--- src/cpg_pkg.sv ---
/*
 * Constants for the channel power, inversion, gain and offset register slice.
 * Assumes a 32-bit classic Wishbone bus with byte addresses.
 */
package cpg_pkg;
    localparam int CPG_DATA_W = 14;
    localparam int CPG_NUM_LINES = 4;
    // Register indices; byte address is four times the index
    localparam logic [7:0] CPG_IDX_POWER = 8'h18;
    localparam logic [7:0] CPG_IDX_CH5_GAIN = 8'h19;
    localparam logic [7:0] CPG_IDX_CH5_MIRROR = 8'h1a;
    localparam logic [7:0] CPG_IDX_APPLY = 8'h40;
    localparam logic [7:0] CPG_IDX_STATUS = 8'h41;
    localparam logic [15:0] CPG_POWER_RESET = 16'h0000;
    localparam logic [15:0] CPG_CH5_RESET = 16'h0000;
    localparam int CPG_DIG_LO = 12;
    localparam int CPG_LINE_LO = 8;
    localparam int CPG_ANA_LO = 4;
    localparam int CPG_FLIP_LO = 0;
    localparam int CPG_GAIN_HI = 15;
    localparam int CPG_GAIN_LO = 11;
    localparam int CPG_OFS_HI = 9;
    localparam int CPG_OFS_LO = 0;
    localparam int CPG_GAIN_BIT = 0;
    localparam int CPG_OFS_BIT = 1;
    localparam logic [31:0] CPG_UNMAPPED = 32'h00000000;
endpackage : cpg_pkg

--- src/cpg_line_path.sv ---
/*
 * One LVDS output line data path: inversion and power-down of the line.
 * Assumes sample and test-pattern data arrive on mclk.
 */
`timescale 1ns/1ps
module cpg_line_path
    import cpg_pkg::*;
#(
    parameter int DW = CPG_DATA_W
) (
    input wire logic mclk,
    input wire logic rst,
    input wire logic ce,
    input wire logic flip,
    input wire logic sleep,
    input wire logic pattern_on,
    input wire logic [DW-1:0] sample,
    input wire logic [DW-1:0] pattern,
    output logic [DW-1:0] line_out
);
    wire [DW-1:0] data_sel;
    wire [DW-1:0] next_line;

    assign data_sel = pattern_on ? pattern : (flip ? ~sample : sample);
    assign next_line = sleep ? '0 : data_sel;

    always_ff @(posedge mclk or posedge rst) begin
        if (rst) begin
            line_out <= '0;
        end else if (ce) begin
            line_out <= next_line;
        end
    end
endmodule : cpg_line_path

--- src/cpg_regs.sv ---
/*
 * Channel power, output inversion, channel 5 gain and offset register slice.
 * Assumes a classic Wishbone master on mclk and same-domain data inputs.
 */
// Our own choice: the Wishbone slave port.
// Notes on behaviour
// - Bits 15:12 sleep digital blocks 4..1
// - Bits 11:8 sleep output lines 4..1
// - Bits 7:4 sleep analog blocks 4..1
// - Bits 3:0 invert output line data
// - Inversion never alters test pattern data
// - Channel 5 gain is N times 0.2 dB
// - Channel 5 offset, 10-bit two's complement
`timescale 1ns/1ps
module cpg_regs
    import cpg_pkg::*;
#(
    parameter int DW = CPG_DATA_W
) (
    input wire logic mclk,
    input wire logic rst,
    input wire logic ce,
    input wire logic wb_cyc_i,
    input wire logic wb_stb_i,
    input wire logic wb_we_i,
    input wire logic [31:0] wb_adr_i,
    input wire logic [3:0] wb_sel_i,
    input wire logic [31:0] wb_dat_i,
    output logic [31:0] wb_dat_o,
    output logic wb_ack_o,
    input wire logic [CPG_NUM_LINES-1:0] pattern_on,
    input wire logic [CPG_NUM_LINES*DW-1:0] sample_in,
    input wire logic [CPG_NUM_LINES*DW-1:0] pattern_in,
    output logic [CPG_NUM_LINES*DW-1:0] line_out,
    output logic [3:0] digital_block_sleep,
    output logic [3:0] output_line_sleep,
    output logic [3:0] analog_block_sleep,
    output logic global_gain_apply,
    output logic global_offset_apply,
    output logic [4:0] fifth_channel_gain_step,
    output logic [9:0] fifth_channel_offset_value
);
    logic [15:0] power_reg;
    logic [15:0] ch5_reg;
    logic [15:0] mirror_reg;
    logic [1:0] apply_reg;

    // Byte-lane merge; lanes 2 and 3 carry no register bits
    function automatic logic [15:0] cpg_merge(input logic [15:0] old,
                                              input logic [31:0] din,
                                              input logic [3:0] sel);
        logic [15:0] r;
        r = old;
        if (sel[0]) r[7:0] = din[7:0];
        if (sel[1]) r[15:8] = din[15:8];
        return r;
    endfunction : cpg_merge

    // Aligned word inside the register window at this index
    function automatic logic cpg_hit(input logic [31:0] adr,
                                     input logic [7:0] index);
        logic ok;
        ok = (adr[1:0] == 2'b00) && (adr[31:10] == 22'h000000);
        return ok && (adr[9:2] == index);
    endfunction : cpg_hit

    // Read-back word; unmapped words read as zero
    function automatic logic [31:0] cpg_read(input logic [31:0] adr,
                                             input logic [15:0] pow,
                                             input logic [15:0] ch5,
                                             input logic [15:0] mir,
                                             input logic [1:0] app,
                                             input logic bad);
        logic [31:0] r;
        r = CPG_UNMAPPED;
        if (cpg_hit(adr, CPG_IDX_POWER)) r = {16'h0000, pow};
        if (cpg_hit(adr, CPG_IDX_CH5_GAIN)) r = {16'h0000, ch5};
        if (cpg_hit(adr, CPG_IDX_CH5_MIRROR)) r = {16'h0000, mir};
        if (cpg_hit(adr, CPG_IDX_APPLY)) r = {30'h0, app};
        if (cpg_hit(adr, CPG_IDX_STATUS)) r = {31'h0, bad};
        return r;
    endfunction : cpg_read

    // Request taken while no ack is out
    wire req = wb_cyc_i && wb_stb_i && !wb_ack_o;
    // A write lands on the edge at which the master samples ack
    wire wr = wb_cyc_i && wb_stb_i && wb_we_i && wb_ack_o;
    wire hit_pow = cpg_hit(wb_adr_i, CPG_IDX_POWER);
    wire hit_ch5 = cpg_hit(wb_adr_i, CPG_IDX_CH5_GAIN);
    wire hit_mir = cpg_hit(wb_adr_i, CPG_IDX_CH5_MIRROR);
    wire hit_app = cpg_hit(wb_adr_i, CPG_IDX_APPLY);
    wire wr_pow = wr && hit_pow;
    wire wr_ch5 = wr && hit_ch5;
    wire wr_mir = wr && hit_mir;
    wire wr_app = wr && hit_app && wb_sel_i[0];
    // Host keeps both offset copies equal; any difference is flagged
    wire mismatch = ch5_reg[CPG_OFS_HI:CPG_OFS_LO]
        != mirror_reg[CPG_OFS_HI:CPG_OFS_LO];
    wire [31:0] rd_mux = cpg_read(wb_adr_i, power_reg, ch5_reg, mirror_reg,
        apply_reg, mismatch);
    wire [15:0] next_power = cpg_merge(power_reg, wb_dat_i, wb_sel_i);
    wire [15:0] next_ch5 = cpg_merge(ch5_reg, wb_dat_i, wb_sel_i);
    wire [15:0] next_mirror = cpg_merge(mirror_reg, wb_dat_i, wb_sel_i);
    wire [1:0] next_apply = wb_dat_i[1:0];

    // Control values taken from the bank
    wire [3:0] next_dig_sleep = power_reg[CPG_DIG_LO+:4];
    wire [3:0] next_line_sleep = power_reg[CPG_LINE_LO+:4];
    wire [3:0] next_ana_sleep = power_reg[CPG_ANA_LO+:4];
    wire [3:0] line_flip = power_reg[CPG_FLIP_LO+:4];
    wire [4:0] gain_field = ch5_reg[CPG_GAIN_HI:CPG_GAIN_LO];
    wire [9:0] offset_field = ch5_reg[CPG_OFS_HI:CPG_OFS_LO];
    // Gain and offset held at zero unless globally applied
    wire [4:0] next_gain_step =
        apply_reg[CPG_GAIN_BIT] ? gain_field : 5'h00;
    wire [9:0] next_offset_value =
        apply_reg[CPG_OFS_BIT] ? offset_field : 10'h000;

    // Ack one cycle after the request is taken
    always_ff @(posedge mclk or posedge rst) begin
        if (rst) begin
            wb_ack_o <= 1'b0;
        end else if (ce) begin
            wb_ack_o <= req;
        end
    end

    // Read data stands with ack only
    always_ff @(posedge mclk or posedge rst) begin
        if (rst) begin
            wb_dat_o <= 32'h00000000;
        end else if (ce) begin
            wb_dat_o <= req ? rd_mux : 32'h00000000;
        end
    end

    always_ff @(posedge mclk or posedge rst) begin
        if (rst) begin
            power_reg <= CPG_POWER_RESET;
        end else if (ce && wr_pow) begin
            power_reg <= next_power;
        end
    end

    // Unused bits stored as written
    always_ff @(posedge mclk or posedge rst) begin
        if (rst) begin
            ch5_reg <= CPG_CH5_RESET;
        end else if (ce && wr_ch5) begin
            ch5_reg <= next_ch5;
        end
    end

    always_ff @(posedge mclk or posedge rst) begin
        if (rst) begin
            mirror_reg <= CPG_CH5_RESET;
        end else if (ce && wr_mir) begin
            mirror_reg <= next_mirror;
        end
    end

    always_ff @(posedge mclk or posedge rst) begin
        if (rst) begin
            apply_reg <= 2'b00;
        end else if (ce && wr_app) begin
            apply_reg <= next_apply;
        end
    end

    // Sleep controls follow the bank one edge later
    always_ff @(posedge mclk or posedge rst) begin
        if (rst) begin
            digital_block_sleep <= 4'h0;
            output_line_sleep <= 4'h0;
            analog_block_sleep <= 4'h0;
        end else if (ce) begin
            digital_block_sleep <= next_dig_sleep;
            output_line_sleep <= next_line_sleep;
            analog_block_sleep <= next_ana_sleep;
        end
    end

    always_ff @(posedge mclk or posedge rst) begin
        if (rst) begin
            global_gain_apply <= 1'b0;
            global_offset_apply <= 1'b0;
        end else if (ce) begin
            global_gain_apply <= apply_reg[CPG_GAIN_BIT];
            global_offset_apply <= apply_reg[CPG_OFS_BIT];
        end
    end

    always_ff @(posedge mclk or posedge rst) begin
        if (rst) begin
            fifth_channel_gain_step <= 5'h00;
        end else if (ce) begin
            fifth_channel_gain_step <= next_gain_step;
        end
    end

    always_ff @(posedge mclk or posedge rst) begin
        if (rst) begin
            fifth_channel_offset_value <= 10'h000;
        end else if (ce) begin
            fifth_channel_offset_value <= next_offset_value;
        end
    end

    genvar g;
    generate
        for (g = 0; g < CPG_NUM_LINES; g++) begin : g_line
            cpg_line_path #(.DW(DW)) u_line (
                .mclk(mclk),
                .rst(rst),
                .ce(ce),
                .flip(line_flip[g]),
                .sleep(power_reg[CPG_LINE_LO+g]),
                .pattern_on(pattern_on[g]),
                .sample(sample_in[g*DW+:DW]),
                .pattern(pattern_in[g*DW+:DW]),
                .line_out(line_out[g*DW+:DW])
            );
        end
    endgenerate
endmodule : cpg_regs

--- config.mk ---
export PLATFORM = sky130hd
export DESIGN_NAME = cpg_regs
export DESIGN_NICKNAME = d
export VERILOG_FILES = /design/src/cpg_pkg.sv /design/src/cpg_line_path.sv /design/src/cpg_regs.sv
export SDC_FILE = /design/constraint.sdc
export NUM_CORES = 1
export LEC_CHECK = 0
export BUFFER_PORTS_ARGS = -buffer_cell sky130_fd_sc_hd__buf_2
export CAP_MARGIN = 20
export CORE_ASPECT_RATIO = 0.9
export CORE_MARGIN = 2
export CORE_UTILIZATION = 48
export CTS_CLUSTER_DIAMETER = 30
export DETAILED_ROUTE_END_ITERATION = 8
export PLACE_DENSITY = 0.8
export SETUP_SLACK_MARGIN = 0.4
export SYNTH_ARGS = -nofsm -noshare
export SYNTH_HDL_FRONTEND = slang
export SYNTH_SLANG_ARGS = --single-unit
export TNS_END_PERCENT = 50
--- constraint.sdc ---
create_clock -name mclk -period 5.85 [get_ports mclk]
set_input_delay 0.8775 -clock mclk [delete_from_list [all_inputs] [get_ports mclk]]
set_output_delay 0.8775 -clock mclk [all_outputs]
set_load 0.1 [all_outputs]
Word-level counts from Yosys, hierarchy flattened --
Index checks and enable logic that the tools add are counted.
Word-level totals: register bits after elaboration 168, input port bits 190, output and inout bits 118, word-level logic and storage cells 78
Cells by class: equality and inequality tests 6, multiplexer cells 20, bitwise logic cells 4, reduce and logical (&&, ||, !) cells 28
Operator list (number):
- two-way mux 14 bit | 12
- two-way mux 32 bit | 5
- inverter 14 bit | 4
- == test 8 x 5 -> 1 bit, second input constant | 3
- zero test 22 bit | 1
- logical AND 1 bit | 19
- == test 8 x 7 -> 1 bit, second input constant | 2
- two-way mux 16 bit | 1
- AND reduction 2 bit | 6
- two-way mux 10 bit | 1
- inequality test 10 bit | 1
- two-way mux 5 bit | 1
- zero test 2 bit | 1
- zero test 1 bit | 1

Longest topological paths before layout --
Gate-level depths: netlist of the first run.
word-level depth 9, gate-level depth with buffers 7, depth with buffers taken out 5

Modules after synthesis --
A second synthesis of the first run with hierarchy kept.
Unflattened totals: cell total of the unflattened synthesis 714, area total of the unflattened synthesis 7996.4 um^2
Modules (own cells, without submodules):
- cpg_regs | times used 1, cells each 390, area an instance 4403.0 um^2, sequential area each 2402.3 um^2
- cpg_line_path | times used 4, cells each 81, area an instance 898.4 um^2, sequential area each 350.3 um^2

Worst setup path before layout of the first run --
Ideal clock, no wire load.
path kind input-to-reg, start point in wb_adr_i[4], end point reg mirror_reg[0], data arrival time 2.672 ns, slack 3.053 ns, stages on the path 6, path buffers 2, cells stage by stage or3_1 clkbuf_2 or4_1 buf_2 nor3_4 mux2_2
Between the ends: cells in the longest elaborated chain, start to end 5
Ends and longest elaborated chain:
- start: declaration | line cpg_regs.sv:26 | input wire logic [31:0] wb_adr_i,
- == test 8 x 5 -> 1 bit | line cpg_regs.sv:64 | return ok && (adr[9:2] == index);
- logical AND 1 bit | line cpg_regs.sv:64
- logical AND 1 bit | line cpg_regs.sv:94 | wire wr_mir = wr && hit_mir;
- logical AND 1 bit | line cpg_regs.sv:157 | end else if (ce && wr_mir) begin
- AND reduction 2 bit (no source line)
- end signal: assignment | line cpg_regs.sv:158 | mirror_reg <= next_mirror;
- end: declaration | line cpg_regs.sv:45 | logic [15:0] mirror_reg;
Every way passes these cells. A chain may end at the register's enable or synchronous reset.

Worst setup path in the final report of the first run --
start point in wb_adr_i[4], end point reg mirror_reg[2]
Same word-level chain as after synthesis.

==> results.txt, run 1 <==
- The run finished with clean final reports.
* TritonCTS buffer count: 17
- For this design, the slowest cell found on the critical path is or4_1.
- Routability-driven placement congestion ratio: between 0.8 and 0.9
- Once the floorplan was initialized, standard cells occupied 49.4% of the core.
* Aggregate global routing overflow: 0
- Nets: roughly 1,100
- WP buf/inv: 1
* Proportion of register bits with asynchronous set or reset after synthesis: 100%
* Setup repair after global routing missed its margin: no
- The final count of hold timing violations was 0.
* Root cell of the clock tree: clkbuf_16
* Max Cap Violations: 0
- Synth-to-layout area growth: 27.4%
- Met3 wire length: around 1400 microns
- After synthesis the cells add up to 7320 sq um.
- Sequential area share after synthesis: between 50% and 60%
* Routed met2 length: about 9800 microns
- Peak VDD IR: 0.188 mV
- Slowest Stage Delay on Critical Path: about 840 ps
- The post-route netlist has 40.4% of its cells at a drive strength greater than 1.
* Count of state elements after synthesis: between 150 and 200
* Gate count of the mapped netlist: just under 700
* Clock tree from TritonCTS: done
- Family of cells with the greatest summed delay on the critical path: simple AND/OR/NAND/NOR gates
* Routed metal-1 wire length: around 8300 microns
* Number of global-route vias before repair: 5,877
- Fraction of the cycle the final worst path needs: slightly above 50%
* Slew headroom: roughly 40%
- Launching element type of the critical path: input pin
- After floorplanning, the core was divided into between 40 and 50 placement rows.
* Tightest Pin Transition: approximately 910 ps
- First-iteration detailed-routing DRC count: roughly 370
- The core region is between 10,000 and 15,000 sq um.
- Derived from the worst setup path, the maximum achievable clock frequency is between 300 and 400 MHz.
- Area share of and/or/nand/nor cells after synthesis: a little under a tenth
- # DRC: 0
* Max reg flops: 56
- Clock latency on the worst-skew pair, taken at its later pin, is approximately 420 ps.
- In this run the worst hold path is classified as flip-flop to flip-flop.
* Mean area per synthesized cell: about 11 sq um
- Power spread over the standard cell area amounts to ~300 nW/um^2.
- GRT Resource Usage Total: 25.0%
- Once detailed placement completed, the half-perimeter wirelength came to approximately 14,000 microns.
- In the final routed layout, each cell accounts on average for around 18 microns.
* Worst setup EP type: flip-flop
- In the routed layout, each cell is associated on average with a via count of 5.39.
- Biggest fanout along the worst timing path: 15
- Register name with the most flops: g_line.u_line.line_out
- Post-cts gate resize count: 0
* Post-synth EDFFs: 0
- For the finished layout, the period the worst path requires is ~3000 ps.
- Yosys mapped the design onto 41 distinct sky130hd cell types.
* Setup violations, final: 0
- The H-tree was split into 4 levels.
* Placed instance area: between 8000 and 9000 sq um
- The library cell used most frequently in the layout, excluding fill and tap cells, is buf_2.
* Largest family of logic cells by synthesized area: compound AO/OA/AOI/OAI gates
* Pin count of the biggest net entering global routing: 93
* Wire length of the first global-routing pass: between 30,000 and 40,000 microns
- The setup path with the least slack is of type input pin to flip-flop.
- Mux share of post-synthesis cell area: about a tenth
* Die Y-Extent: 121 microns
- Leakage power: roughly 4.6 nW
* Port Buf Inserts: approximately 270
- Number of iterations in the first detailed-routing pass: 5
- The final layout contains routed wiring with a total length of between 20,000 and 25,000 microns.
* Filler cell count: 1,198
- The library cells used most frequently in the layout, excluding fill and tap cells, are buf_2, dfrtp_1, nor2_1, o2bb2ai_1, mux2_2.
- Post-route ant nets: 0
- STA puts the critical path data required time at 6150 ps.
- For this run, the number of Yosys warnings is 0.
- Highest layer used for signal routing: met4
- The detailed router placed 6,135 vias in this run.
* Number of ports placed on the die boundary: 308
- The clock arrives with 7.77 ps of skew.
- After routing the design area is slightly above 9000 sq um.
* Longest Clk Path Bufs: 2
- For this run, the leading register cell type out of synthesis is dfrtp_1.
- Final Max Tran Viols: 0
- Summing the areas of all fa, ha and maj instances in the mapped netlist gives 0% of the synthesized area.
- The die covers roughly 16,000 sq um.
* Clock-pin slew on the worst setup and hold paths: 60 ps
* Endpoint arrival time on the critical path: between 3000 and 4000 ps
- Cell-by-cell listing of the critical path: buf_2, or3_1, or4_1, nor3_4, mux2_2
* Fraction of synthesized cell area in xor and xnor cells: about 7.9%
- The floorplan step set the die width to approximately 130 microns.
- The tightest hold path in the finished design has a slack of 480 ps.
- Count of hold buffers inserted by post-cts repair: 0
- Compound-cell area share of the yosys netlist: between 15 and 20%
* Number of clock sinks seen by CTS: around 150
* Number of antenna violations at the first check in global routing: 1
- Post-CTS timing repair inserted 0 buffers for setup.
- Adding up every negative setup slack in the final design gives 0 ps.
synth_stat cells, types with 2 or more instances:
master     number  area, sq um
clkbuf_1       37          139
xnor2_1        61          534
buf_4          16          120
nand2b_1        4         25.0
o21ai_0        36          180
xor2_1          5         43.8
a21o_1          2         15.0
mux2_2         63          709
nor3_1          5         25.0
or2_2           2         12.5
nand3_1        15         75.1
nor2b_1         3         18.8
nor4_1          8         50.1
nand4_1         4         25.0
a22o_1          5         43.8
nor2_1         72          270
inv_1          15         56.3
or4_1           2         15.0
nor3_2          2         20.0
dfrtp_1       152         3800
a21oi_1        57          285
buf_1           9         33.8
nand2_1        17         63.8
o221ai_1        2         17.5
o2bb2ai_1      70          613
metrics by stage:
stage / total power, W / setup WS [ps] / utilization [%] / std cells
2_1_floorplan: 0.00161 / 879 / - / 695
3_3_place_gp: 0.00174 / 2520 / 58.8 / 1106
3_5_place_dp: 0.00175 / 2480 / 58.8 / 1106
4_1_cts: 0.00286 / 2910 / 62.9 / 1138
5_1_grt: 0.00294 / 2840 / 62.9 / 1139
6_report: 0.00284 / 2880 / 62.9 / 1139
path summary, 6_finish.rpt:
check / startpoint / to / slack, ps / cells past startpoint
setup / recovery: wb_adr_i[4] / mirror_reg[2] / 2880 / 5
hold / removal: g_line[0].u_line.line_out[7] / g_line[0].u_line.line_out[7] / 480 / 1
setup reg to reg: wb_ack_o / wb_dat_o[4] / 4070 / 3
hold reg to reg: g_line[0].u_line.line_out[7] / g_line[0].u_line.line_out[7] / 480 / 1
max in group asynchronous: rst / g_line[1].u_line.line_out[0] / 3930 / 3
min in group asynchronous: rst / g_line[3].u_line.line_out[7] / 580 / 2
cells by family (layout without fill, tap and decap cells):
group           after synthesis  after routing
compound gates              176            176
xor+xnor                     66             66
buf+inv                      80            325
flops                       152            152
mux                          64             64
other cells                   1             17
simple gates                141            141
worst reg2reg max path: cells and delay by family, from the launching register on:
| family | cells | cell delay (ps) |
|---|---|---|
| AO/OA/AOI/OAI | 1 | 360 |
| flip-flops | 1 | 410 |
| AND/OR/NAND/NOR | 2 | 920 |
layout make-up:
class	instances	area (sq um)	area share, %
timing repair buffer	277	1400	15.0
tap	198	248	2.66
multi-input combinational	463	3210	34.4
inverter	16	65.1	0.698
antenna	1	2.50	0.0268
sequential	152	3800	40.8
clock buffer	18	439	4.71
clock inverter	14	161	1.73
per-layer routing:
metal	vias to the layer above	track usage [%]
met5	-	0
met2	264	41.2
met1	2933	31.3
li1	2881	-
met4	0	10.5
met3	57	6.68
where the power goes:
part / switching [W] / total (W) / internal (W)
registers: 0.0000227 / 0.00111 / 0.00109
logic: 0.000491 / 0.000613 / 0.000122
clock network: 0.000460 / 0.00111 / 0.000651
total: 0.000974 / 0.00284 / 0.00186
No activity file was read; power rests on OpenSTA's default activity.
==> inputs of run 2 (changes only) <==
Settings changed: ABC_AREA from default to 1, CORE_UTILIZATION 48 to 44, PLACE_DENSITY 0.8 to 0.76.
Clock period 5.85 ns to 2.7 ns, I/O delays scaled along.
==> run 2 against run 1 <==
Compared with the run above: sequential share of layout area fell by 1.8 points; worst setup slack got worse by 1900 ps; synthesized area rose by 5.6%; via count rose by 18%; largest cell class unchanged; global-route usage fell by 2.1 points; synthesized cell count rose by 46%; hold slack got worse by 340 ps; combinational power rose by 130%; cell count rose by 31%; critical path type unchanged.
==> results.txt, run 2 <==
* Run status: complete, no violations
* Post-route ant nets: 0
- Pwr per Cell Area: slightly above 600 nW/um^2
- Routed wire length: roughly 22,000 microns
- In the final design database the tool counted between 1,000 and 1,500 nets.
- The analysis attributes to cell leakage a power of between 5 and 6 nW.
- The biggest area contributor in the post-synthesis netlist is dfrtp_1.
- Counting every instance in the synthesized netlist gives approximately 990.
* Register name with the most flops: g_line.u_line.line_out
* Compound-cell area share of the yosys netlist: a little under an eighth
- VDD sags by at most roughly 0.43 mV.
* Longest Clk Path Bufs: 2
- The critical path is of the input pin to flip-flop type.
- Yosys attributes the largest share of cell area to dfrtp_1, nand2_1, xor2_1.
- Mean area per synthesized cell: 7.80 sq um
- Largest family of logic cells by synthesized area: simple AND/OR/NAND/NOR gates
- The netlist uses 29 different library cells.
- The most used flip-flop cell after synthesis is dfrtp_1.
- WP buf/inv: 1
* Average wire per standard cell: ~15 microns
* Root cell of the clock tree: clkbuf_16
* Endpoint arrival time on the critical path: ~2000 ps
- Synth top area share: 49.2%
- The most numerous cell type found on the critical path is nand2_1.
- The critical path goes through buf_2, nor2_1, nand3_1, nor2_4, nand2_1, nor2_2, nand2_2, nand2_1, o21ai_1.
- Final Max Tran Viols: 0
* Most common library cell in the layout ignoring fill and taps: nand2_1
* Launching element type of the critical path: input pin
- For this run, design rule violations remaining after detail routing come to 0.
* Count of state elements after synthesis: between 150 and 200
* Largest clock skew in the final design: between 5 and 6 ps
- Number of antenna violations at the first check in global routing: 1
- Setup repair after global routing missed its margin: no
* Number of global-route vias before repair: between 6,000 and 7,000
- Entering global routing, the biggest net connects 95 pins.
* Number of clock sinks seen by CTS: approximately 150
- Counting flops with a built-in enable in the synthesized netlist gives 0.
* Cell with the most instances after synthesis: nand2_1
* Adder and majority cell fraction of the synthesized area: 0%
* Mux share of post-synthesis cell area: 0%
- Source-to-sink clock delay at the later pin of the worst-skew pair: 420 ps
- Family of cells with the greatest summed delay on the critical path: simple AND/OR/NAND/NOR gates
- Via-to-Cell Ratio: just under 5
- The register with the most flip-flops in the layout has 56 of them.
- Post-CTS timing repair inserted 0 buffers for setup.
- In this run switching power makes up 34.8% of total power.
- Fraction of the cycle the final worst path needs: between 60% and 70%
* Aggregate global routing overflow: 0
- Die Footprint: 18,600 sq um
* Total placed cells including tap cells: 1,460
- The smallest clock period supported by the final layout is computed as ~1700 ps.
- After clock tree synthesis, the clock-pin slew on the worst setup and hold paths is 60 ps.
- First-iteration detailed-routing DRC count: between 400 and 500
- Of all nets on the critical path, the largest fanout is 16.
* Worst setup EP type: flip-flop
- Number of iterations in the first detailed-routing pass: 5
* Max Cap Violations: 0
- Number of ports placed on the die boundary: roughly 310
- For the pin with the worst max-slew slack, the measured transition is ~830 ps.
- Worst min-delay path category: input pin to asynchronous set/reset pin
- The internal portion of the total power is ~0.0039 W.
- Count of standard-cell rows: 45
- Cell at the slowest stage of the critical path: nor2_2
* Slowest Stage Delay on Critical Path: roughly 410 ps
* Combinational share of power: 23.1%
- The final count of hold timing violations was 0.
* Synth-to-layout area growth: 26.3%
- 0 antenna diodes ended up in the layout.
* Clock tree from TritonCTS: done
* Setup violations, final: 0
* Die width: 144 microns
- The first global-routing pass estimated between 30,000 and 40,000 microns of wire.
- The placed instances occupy a cell area of 9220 sq um.
- Data required time at the worst endpoint: between 2000 and 3000 ps
* Die Y-Extent: around 130 microns
- The analysis attributes to net switching a power of about 0.0021 W.
* TritonCTS buffer count: 17
- Core area: roughly 17,000 sq um
* Area share of and/or/nand/nor cells after synthesis: about 23%
* Fraction of synthesized cell area in xor and xnor cells: 6.57%
- Initial Utilization: approximately 45%
- Count of placed standard cells in the final layout, fillers left out: 1,490
* Ranking of synthesized cells by instance count: nand2_1, dfrtp_1, inv_1
* Post-route cell area: 9760 sq um
- Port buffering added about 270 buffers.
- Sequential elements use between 40% and 50% of the synthesized area.
- Sequential cell fraction of total power: ~40%
- After synthesis, the share of flip-flops with an asynchronous set or reset is 100%.
- Post-cts gate resize count: 0
- The Yosys step of the flow raised 0 warnings.
* Count of hold buffers inserted by post-cts repair: 0
- Slew headroom: ~44%
- Clock share of power: between 30% and 40%
* Detailed Place HPWL: between 15,000 and 20,000 microns
- The routed layout has 7,228 vias.
* Commonest cells after routing, fill and taps aside: nand2_1, buf_2, dfrtp_1, inv_1, o21ai_0
- At the end of routability-driven placement, the weighted congestion stood at between 0.8 and 0.9.
* Max Clk Rate: between 500 and 600 MHz
* GRT Resource Usage Total: a little under a quarter
- In the final timing run, aggregate negative setup slack is 0 ps.
- Layout cells sized above 1: roughly a quarter
* Deepest level of the CTS H-tree: 4
- Post-synthesis instance area: slightly below 8000 sq um
run 2: cell types whose count changed in the layout (fill, tap and decap cells not counted), moves of 5 or more:
cell       change
nand2_1      +287
inv_1         +80
o2bb2ai_1     -70
mux2_2        -63
xnor2_1       -60
xor2_1        +52
o21ai_1       +49
o21ai_0       +35
nand3_1       +30
nor4_1         -8
buf_4          +7
a22o_1         -5
inv_6          -5
nor3_1         -5
run 2: area by class of cell:
cell class | instances | area, sq um
repair buffers | 286 | 1490
clock buffers | 22 | 494
flip-flops and latches | 152 | 3800
clock inverters | 8 | 47.5
multi-input cells | 690 | 3260
fillers | 1607 | 7300
well taps | 235 | 294
inverters | 97 | 369
run 2: cells by family (layout without fill, tap and decap cells):
family	Yosys count	count (layout)
buffers and inverters	164	413
and+or+nand+nor	434	434
DFF	152	152
AOI/OAI and AO/OA	182	182
xor gates and xnor gates	58	58
other	1	16
run 2: per-stage QoR:
step | setup slack [ps] | power, W | utilization [%] | hold slack, ps
4_1_cts | 1020 | 0.00604 | 57.2 | 171
5_1_grt | 837 | 0.00623 | 57.2 | 166
3_5_place_dp | 606 | 0.00385 | 54.0 | 454
6_report | 1010 | 0.00599 | 57.2 | 139
3_3_place_gp | 632 | 0.00384 | 54.0 | 451
2_1_floorplan | 378 | 0.00354 | - | 459
run 2: worst register-to-register path, delay by kind of cell, from the launching register on:
kind | cells | cell delay, ps
simple gates | 4 | 1020
compound gates | 1 | 70
flops | 1 | 390
run 2: final timing paths:
path,startpoint,end,slack (ps),cells after the start
max reg2reg,wb_ack_o,power_reg[12],1090,5
min reg2reg,global_gain_apply,global_gain_apply,460,2
max,wb_adr_i[7],power_reg[4],1010,9
min,rst,wb_dat_o[2],140,3
max in group asynchronous,rst,g_line[3].u_line.line_out[3],1930,3
min in group mclk,wb_dat_i[11],ch5_reg[11],270,3
run 2: power groups by stage:
stage          Clock, W  Sequential [W]  Combinational (W)
4_1_cts         0.00223         0.00242            0.00139
3_5_place_dp          0         0.00246            0.00139
3_3_place_gp          0         0.00246            0.00138
2_1_floorplan         0         0.00316           0.000380
6_report        0.00218         0.00242            0.00138
5_1_grt         0.00233         0.00243            0.00147
run 2: metal layers:
layer	track usage [%]	up-vias	wire length, microns
li1	-	3590	-
met1	30.0	3347	9200
met2	38.5	274	10500
met3	5.54	15	1820
met4	5.94	2	159
met5	0	-	27
